===== src/hdl/dma_trigger_regs.vh =====
/*
  Register offsets, field positions, reset values and trigger source codes
  for the DMA channel trigger select block.
  Assumes inclusion by bare name from the design files.
*/
`ifndef DMA_TRIGGER_REGS_VH
`define DMA_TRIGGER_REGS_VH

// Byte offsets on the Wishbone slave
`define TRIG_SELECT_OFFSET     8'h00
`define CHAN_CONTROL_OFFSET    8'h04
`define CHAN_STATUS_OFFSET     8'h08
`define ADDR_WIDTH             8

// Trigger select register layout
`define TRIG_SELECT_RESET      16'h0000
`define TRIG_FORCE_BIT         15
`define TRIG_CODE_MSB          7
`define TRIG_CODE_LSB          0
`define TRIG_CODE_WIDTH        8
`define TRIG_CODE_RESET        8'h00

// Channel control register layout
`define CTRL_ENABLE_BIT        0
`define CTRL_RESET             1'h0

// Channel status register layout
`define STAT_BUSY_BIT          0
`define STAT_FORCED_BIT        1
`define STAT_COUNT_LSB         8
`define STAT_COUNT_WIDTH       8

// Trigger source codes
`define SRC_EXT_INT0           8'h00
`define SRC_CAPTURE_ONE        8'h01
`define SRC_OUTPUT_COMPARE_ONE 8'h02
`define SRC_CAPTURE_TWO        8'h05
`define SRC_OUTPUT_COMPARE_TWO 8'h06
`define SRC_TIMER_TWO          8'h07
`define SRC_TIMER_THREE        8'h08
`define SRC_SERIAL_IFACE_DONE  8'h0A
`define SRC_SERIAL_PORT_RX     8'h0B
`define SRC_SERIAL_PORT_TX     8'h0C
`define SRC_ADC_ONE            8'h0D
`define SRC_OUTPUT_COMPARE_3   8'h19
`define SRC_OUTPUT_COMPARE_4   8'h1A
`define SRC_TIMER_FOUR         8'h1B
`define SRC_TIMER_FIVE         8'h1C
`define SRC_SERIAL_PORT2_RX    8'h1E
`define SRC_SERIAL_PORT2_TX    8'h1F
`define SRC_SERIAL_IFACE2_DONE 8'h21
`define SRC_CAPTURE_THREE      8'h25
`define SRC_CAPTURE_FOUR       8'h26

// Request line count
`define REQ_LINES              20

// Cycle count at which the internal budget ends a transfer
`define XFER_CYCLES            4'h3

`endif


===== src/hdl/trigger_source_mux.v =====
/*
  Trigger source multiplexer: maps an eight-bit code to one request line.
  Assumes request lines are synchronous to clock; unknown codes select none.
*/
`timescale 1ns/1ps
`include "dma_trigger_regs.vh"

module trigger_source_mux (
  // Clock
  input  wire                          clock,
  input  wire                          reset,
  // Selection
  input  wire [`TRIG_CODE_WIDTH-1:0]   code,
  input  wire [`REQ_LINES-1:0]         requests,
  // Result, registered
  output reg                           selected_reg
);

  // Code table, one entry per request line
  wire [`TRIG_CODE_WIDTH*`REQ_LINES-1:0] code_table;
  assign code_table = {`SRC_CAPTURE_FOUR, `SRC_CAPTURE_THREE, `SRC_SERIAL_IFACE2_DONE,
                       `SRC_SERIAL_PORT2_TX, `SRC_SERIAL_PORT2_RX, `SRC_TIMER_FIVE,
                       `SRC_TIMER_FOUR, `SRC_OUTPUT_COMPARE_4, `SRC_OUTPUT_COMPARE_3,
                       `SRC_ADC_ONE, `SRC_SERIAL_PORT_TX, `SRC_SERIAL_PORT_RX,
                       `SRC_SERIAL_IFACE_DONE, `SRC_TIMER_THREE, `SRC_TIMER_TWO,
                       `SRC_OUTPUT_COMPARE_TWO, `SRC_CAPTURE_TWO,
                       `SRC_OUTPUT_COMPARE_ONE, `SRC_CAPTURE_ONE, `SRC_EXT_INT0};

  wire [`REQ_LINES-1:0] hit;   // One-hot match per line

  // Per-line comparison; only the line whose code matches passes
  genvar i;
  generate
    for (i = 0; i < `REQ_LINES; i = i + 1) begin : g_match
      assign hit[i] = requests[i] &&
                      (code == code_table[i*`TRIG_CODE_WIDTH +: `TRIG_CODE_WIDTH]);
    end
  endgenerate

  // Register the selected request so the caller sees a clean level
  always @(posedge clock) begin
    if (reset) begin
      selected_reg <= 1'b0;
    end else begin
      selected_reg <= |hit;
    end
  end

endmodule


===== src/hdl/dma_channel_request_select.v =====
/*
  DMA channel trigger selection with a Wishbone classic register slave.
  Holds the trigger select register (manual force bit and source code), a
  channel control register with the enable bit, and a status register.
  Assumes peripheral request lines are synchronous levels on clock, and a
  classic single-cycle Wishbone master that waits for ack.
*/
// Notes on behaviour
// - Force bit makes exactly one transfer.
// - Bits 14 to 8 read zero, ignore writes.
// - Low-byte code routes request; 0x0B serial receive.
// - Code 0x0A selects serial interface done.
// - Code 0x02 selects output compare one.
// - Software clears force only by disabling the channel; hardware clears it.
`timescale 1ns/1ps
`include "dma_trigger_regs.vh"

module dma_channel_request_select (
  // Clock and reset
  input  wire                          clock,
  input  wire                          reset,
  // Wishbone classic slave
  input  wire                          wb_cyc_i,
  input  wire                          wb_stb_i,
  input  wire                          wb_we_i,
  input  wire [`ADDR_WIDTH-1:0]        wb_adr_i,
  input  wire [3:0]                    wb_sel_i,
  input  wire [31:0]                   wb_dat_i,
  output reg  [31:0]                   wb_dat_o,
  output reg                           wb_ack_o,
  // Peripheral request lines, indexed by table position
  input  wire                          ext_int0,
  input  wire                          capture_one,
  input  wire                          output_compare_one,
  input  wire                          capture_two,
  input  wire                          output_compare_two,
  input  wire                          timer_two,
  input  wire                          timer_three,
  input  wire                          serial_iface_one_done,
  input  wire                          serial_port_one_receive,
  input  wire                          serial_port_one_transmit,
  input  wire                          adc_one_done,
  input  wire                          output_compare_three,
  input  wire                          output_compare_four,
  input  wire                          timer_four,
  input  wire                          timer_five,
  input  wire                          serial_port_two_receive,
  input  wire                          serial_port_two_transmit,
  input  wire                          serial_iface_two_done,
  input  wire                          capture_three,
  input  wire                          capture_four,
  // Transfer datapath handshake
  input  wire                          xfer_done,
  output reg                           xfer_start_reg,
  output reg                           xfer_busy_reg
);

  // State codes of the transfer sequencer
  localparam ST_IDLE = 2'b00;
  localparam ST_RUN  = 2'b01;
  localparam ST_WAIT = 2'b10;

  // Registers
  reg                          force_reg;          // Manual trigger bit
  reg  [`TRIG_CODE_WIDTH-1:0]  trigger_source_code_reg;
  reg                          channel_enable_bit_reg;
  reg  [1:0]                   state_reg;          // Sequencer state
  reg  [1:0]                   state_next;
  reg  [3:0]                   cycle_count_reg;    // Cycles spent in a transfer
  reg                          forced_xfer_reg;    // Current transfer is a forced one
  reg  [`STAT_COUNT_WIDTH-1:0] xfer_count_reg;     // Completed transfers, wraps
  reg                          request_prev_reg;   // Last sample of selected request

  // Combinational helpers
  wire [`REQ_LINES-1:0]        request_bus;        // Lines in table order
  wire                         request_level;      // Selected line, registered in mux
  wire                         request_edge;       // Rising edge of the selected line
  wire                         bus_access;         // Valid strobe without pending ack
  wire                         bus_write;
  wire                         xfer_finished;      // End of current transfer
  wire                         start_now;          // Transfer begins this cycle
  wire                         force_write;        // Software sets the manual trigger bit

  assign request_bus = {capture_four, capture_three, serial_iface_two_done,
                        serial_port_two_transmit, serial_port_two_receive, timer_five,
                        timer_four, output_compare_four, output_compare_three,
                        adc_one_done, serial_port_one_transmit, serial_port_one_receive,
                        serial_iface_one_done, timer_three, timer_two,
                        output_compare_two, capture_two, output_compare_one,
                        capture_one, ext_int0};

  // Source selection; the mux registers its result, one cycle of latency
  trigger_source_mux source_mux (
    .clock        (clock),
    .reset        (reset),
    .code         (trigger_source_code_reg),
    .requests     (request_bus),
    .selected_reg (request_level)
  );

  // A held request level counts once, so a stuck line cannot flood the channel
  assign request_edge  = request_level && !request_prev_reg;
  assign bus_access    = wb_cyc_i && wb_stb_i && !wb_ack_o;
  assign bus_write     = bus_access && wb_we_i;
  assign force_write   = bus_write && (wb_adr_i == `TRIG_SELECT_OFFSET) && wb_sel_i[1] &&
                         wb_dat_i[`TRIG_FORCE_BIT];
  // Datapath done, or an internal cycle budget when the datapath never answers
  assign xfer_finished = (state_reg == ST_RUN) &&
                         (xfer_done || (cycle_count_reg == `XFER_CYCLES));
  // Force wins over a peripheral request; neither starts while disabled
  assign start_now     = (state_reg == ST_IDLE) && channel_enable_bit_reg &&
                         (force_reg ? !forced_xfer_reg : request_edge);

  // Sequencer next state
  always @* begin
    state_next = state_reg;
    case (state_reg)
      ST_IDLE: begin
        if (start_now) begin
          state_next = ST_RUN;
        end
      end
      ST_RUN: begin
        if (!channel_enable_bit_reg) begin
          state_next = ST_IDLE;           // Disable aborts the transfer
        end else if (xfer_finished) begin
          state_next = ST_WAIT;
        end
      end
      ST_WAIT: begin
        state_next = ST_IDLE;             // One wait cycle, then idle: two cycles between transfers
      end
      default: begin
        state_next = ST_IDLE;
      end
    endcase
  end

  // Sequencer state, cycle counter and outputs to the datapath
  always @(posedge clock) begin
    if (reset) begin
      state_reg        <= ST_IDLE;
      cycle_count_reg  <= 4'h0;
      xfer_start_reg   <= 1'b0;
      xfer_busy_reg    <= 1'b0;
      request_prev_reg <= 1'b0;
      xfer_count_reg   <= {`STAT_COUNT_WIDTH{1'b0}};
    end else begin
      state_reg        <= state_next;
      request_prev_reg <= request_level;
      xfer_start_reg   <= start_now;      // One-cycle pulse per transfer
      xfer_busy_reg    <= (state_next == ST_RUN);
      if (state_reg == ST_RUN) begin
        cycle_count_reg <= cycle_count_reg + 4'h1;
      end else begin
        cycle_count_reg <= 4'h0;
      end
      if (xfer_finished && channel_enable_bit_reg) begin
        xfer_count_reg <= xfer_count_reg + 8'h01;
      end
    end
  end

  // Force bit: software sets it, or clears it by disabling the channel; hardware clears it
  always @(posedge clock) begin
    if (reset) begin
      force_reg       <= 1'b0;
      forced_xfer_reg <= 1'b0;
    end else begin
      if (!channel_enable_bit_reg) begin
        force_reg       <= 1'b0;
        forced_xfer_reg <= 1'b0;
      end else if (xfer_finished && forced_xfer_reg) begin
        // A set in the finishing cycle wins, so a new manual request is not lost
        force_reg       <= force_write;
        forced_xfer_reg <= 1'b0;
      end else begin
        if (start_now && force_reg) begin
          forced_xfer_reg <= 1'b1;
        end
        // A write of one sets; a write of zero is ignored
        if (force_write) begin
          force_reg <= 1'b1;
        end
      end
    end
  end

  // Software-written configuration
  always @(posedge clock) begin
    if (reset) begin
      trigger_source_code_reg <= `TRIG_CODE_RESET;
      channel_enable_bit_reg  <= `CTRL_RESET;
    end else if (bus_write) begin
      if (wb_adr_i == `TRIG_SELECT_OFFSET && wb_sel_i[0]) begin
        trigger_source_code_reg <= wb_dat_i[`TRIG_CODE_MSB:`TRIG_CODE_LSB];
      end
      if (wb_adr_i == `CHAN_CONTROL_OFFSET && wb_sel_i[0]) begin
        channel_enable_bit_reg <= wb_dat_i[`CTRL_ENABLE_BIT];
      end
    end
  end

  // Bus answer: ack one cycle after the strobe, read data with it
  always @(posedge clock) begin
    if (reset) begin
      wb_ack_o <= 1'b0;
      wb_dat_o <= 32'h00000000;
    end else begin
      wb_ack_o <= bus_access;
      wb_dat_o <= 32'h00000000;
      if (bus_access && !wb_we_i) begin
        case (wb_adr_i)
          `TRIG_SELECT_OFFSET: begin
            // Bits 14 to 8 and above 15 are held at zero
            wb_dat_o <= {16'h0000, force_reg, 7'h00, trigger_source_code_reg};
          end
          `CHAN_CONTROL_OFFSET: begin
            wb_dat_o <= {31'h00000000, channel_enable_bit_reg};
          end
          `CHAN_STATUS_OFFSET: begin
            wb_dat_o <= {16'h0000, xfer_count_reg, 6'h00, forced_xfer_reg, xfer_busy_reg};
          end
          default: begin
            wb_dat_o <= 32'h00000000;     // Unmapped reads zero, still acked
          end
        endcase
      end
    end
  end

endmodule


===== config.mk =====
export PLATFORM = sky130hd
export DESIGN_NAME = dma_channel_request_select
export DESIGN_NICKNAME = d
export VERILOG_FILES = /design/src/hdl/trigger_source_mux.v /design/src/hdl/dma_channel_request_select.v
export VERILOG_INCLUDE_DIRS = /design/src /design/src/hdl
export SDC_FILE = /design/constraint.sdc
export NUM_CORES = 1
export LEC_CHECK = 0
export BUFFER_PORTS_ARGS = -buffer_cell sky130_fd_sc_hd__buf_2
export CORE_MARGIN = 8
export CORE_UTILIZATION = 30
export DETAILED_ROUTE_END_ITERATION = 8
export SYNTH_ARGS = -nofsm -noshare
export SYNTH_HDL_FRONTEND = slang
export SYNTH_HIERARCHICAL = 1
export SYNTH_SLANG_ARGS = --single-unit

===== constraint.sdc =====
create_clock -name clock -period 2.5 [get_ports clock]
set_input_delay 0.25 -clock clock [delete_from_list [all_inputs] [get_ports clock]]
set_output_delay 0.25 -clock clock [all_outputs]
set_load 0.02 [all_outputs]

==> impl_results.md <==
* DR WL met3 at 370 µm
* Final setup TNS at 0 ns
* Crit path buf inv count at 0
* Sw Share at 20.9%
* Ys async rst share at 0%
* Largest net degree at the start of global routing at 28
* Initial antenna violation count at 0
* Rel. slew slack at 56.4%
* CP required at 2.73 ns
* Total number of vias at 1,636
* Die X-Extent at 99.6 µm
* Sequential share of the synthesized area at 44.0%
* GP Congestion at 0.763
* Core Area at 6790 µm²
* CP max stage cell: or4_1
* Synth Warn # at 6
* Mapped Cells at 215
* CTS tree: done
* Layout cells sized above 1 at 29.1%
* CP max FO at 7
* Vias per inst at 4.37
* Post-DP HPWL at 3.62 mm
* Post-synth EDFFs at 0
* Gr usage total at 9.82%
* CTS resizes at 0
* Area post-placement at 2440 µm²
* Max Slew Vio Count at 0
* Clock sinks at 46
* Worst-path clk slew at 0.08 ns
* Die height at 99.6 µm
* Max Used Layer: met4
* CTS max path bufs at 2
* CP Data Arrival Time at 1.93 ns
* Synth area leader: dfxtp_1
* Post-synth top area share at 44.0%
* First-pass GRT wire length at 7.90 mm
* Post-place setup slack at 0.638 ns
* Top cells by count, synth: 46 x dfxtp_1, 22 x nor2_1, 16 x buf_4, 16 x mux2i_1, 14 x and2_1
* Starting Density at 30.8%
* Nets@finish at 350
* Worst IR drop on VDD at 0.000227 V
* Leak pwr at 1.15 nW
* RSZ-0062 raised after global routing: no
* Vias in the first global route at 1,678
* Clock root buffer: clkbuf_8
* Share of total power in the clock network at 39.9%
* CP delay by family, top: simple AND/OR/NAND/NOR gates
* Internal power at 1.09 mW
* Worst Skew at 0.00661 ns
* Endpoints failing hold at 0
* Total grt overflow at 0
* Crit. End Element: flop
* Mapped cell area at 2090 µm²
* Clk_lat worst skew at 0.29 ns
* Post-CTS Setup Bufs at 0
* Power share of the combinational group at 6.9%
* Critical path class: reg2reg
* Fmax at 588 MHz
* Max reg flops at 16
* Area growth syn-to-layout at 21.8%
* Synth Register Bits at 46
* First-pass iteration count of the detailed router at 4
* CTS Buf Count at 5
* # port buffers at 63
* Metal-1 WL at 2.15 mm
* Ports at 105
* Sw power at 0.288 mW
* Worst setup SP type: flop
* Avg WL per Cell at 12.4 µm
* Initial DRC Count at 76
* Status: finished, final reports clean
* Finished Layout Cells at 374
* Final Cycle Share at 68.0%
* Synth cell types at 49
* Most common cell in the netlist: dfxtp_1
* DIE AREA at 9910 µm²
* Hold_buf cts at 0
* CP cell instances: ha_1 -> nor3b_4 -> o21ai_4 -> or4_1 -> a21oi_1
* Main synth FF type: dfxtp_1
* Mean post-synth cell area at 9.74 µm²
* MaxCap Viol Count at 0
* Synth area leaders: dfxtp_1 44%, mux2i_1 7.6%, buf_4 5.7%
* Fill cell count at 719
* Hold Path Class: in2reg
* N_diodes at 0
* Cell total after placement at 367
* # rows at 30
* H-Tree Depth at 2
* Tmin final at 1.70 ns
* Post-route cell area at 2550 µm²
* Routed wire length at 4.64 mm
* Final WS setup at 0.799 ns
* FF-to-FF setup slack at 0.80 ns
* Final setup viols at 0
* Post-route DRC violation count at 0
* Pwr/cell area at 541 nW/µm²
* Wire length on met2 at 2.03 mm
* Post-route ant nets at 0
* Largest stage delay, worst path at 0.51 ns
* Flop pwr share at 53.2%
* Least-Margin Pin Slew at 0.649 ns
[final timing paths]
check	start	to	cells after the start
setup reg to reg	cycle_count_reg[0]	xfer_count_reg[7]	5
setup / recovery	cycle_count_reg[0]	xfer_count_reg[7]	5
hold reg to reg	cycle_count_reg[0]	cycle_count_reg[0]	1
hold / removal	wb_dat_i[4]	trigger_source_code_reg[4]	3
[stage by stage]
step	utilization [%]	hold slack, ns	power (mW)
detailed placement	35.9	0.456	0.847
finish	37.6	0.185	1.38
global route	37.6	0.193	1.45
global placement	35.9	0.445	0.845
CTS	37.6	0.176	1.40
floorplan	-	0.394	0.822
[layer usage]
| metal | vias up | track usage (%) |
|---|---|---|
| met5 | - | 0 |
| met4 | 0 | 4.19 |
| met3 | 6 | 4.05 |
| met2 | 54 | 14.9 |
| met1 | 728 | 11.9 |
| li1 | 848 | - |
[kinds of logic after synthesis]
logic type               Yosys count  share of synthesized area, %
flip-flops                        46                          44.0
XOR/XNOR                           6                          2.51
multiplexers                      20                          10.3
buffers and inverters             25                          7.77
AO/OA/AOI/OAI                     28                          9.14
AND/OR/NAND/NOR                   87                          24.9
adder cells (fa/ha/maj)            2                          1.19
other                              1                         0.179
[power groups by stage]
| stage | logic, mW | clock network (mW) | registers, mW |
|---|---|---|---|
| 2_1_floorplan | 0.0689 | 0 | 0.753 |
| 3_3_place_gp | 0.0932 | 0 | 0.752 |
| 3_5_place_dp | 0.0946 | 0 | 0.752 |
| 4_1_cts | 0.0949 | 0.572 | 0.735 |
| 5_1_grt | 0.105 | 0.607 | 0.735 |
| 6_report | 0.0947 | 0.551 | 0.735 |
[worst register-to-register path, stage by stage, from the launching register on]
cell,delay [ns]
dfxtp_1,0.36
ha_1,0.19
nor3b_4,0.31
o21ai_4,0.13
or4_1,0.51
a21oi_1,0.14
[cells in the final DEF (no fill, tap or decap), types with 3 or more instances in the layout]
master,instances
mux2_2,3
nor2_1,22
a21oi_1,5
nand3b_1,3
and2_1,14
clkbuf_8,6
nand2_1,5
nand2b_1,5
conb_1,16
a211oi_1,4
o21ai_0,4
xor2_1,5
nand3_1,4
nor3_1,8
buf_2,63
mux2i_1,16
o31ai_1,3
dfxtp_1,46
nor2b_1,6
[final cells by class]
class,instances,area (µm²),share of cell area [%]
Timing Repair Buffer,64,323,12.7
Sequential cell,46,921,36.1
Clock inverter,1,30.0,1.18
Multi-Input combinational cell,159,1070,41.8
Clock buffer,6,82.6,3.24
Tap cell,96,120,4.71
Inverter,2,7.51,0.294
No activity file was read; power rests on OpenSTA's default activity.
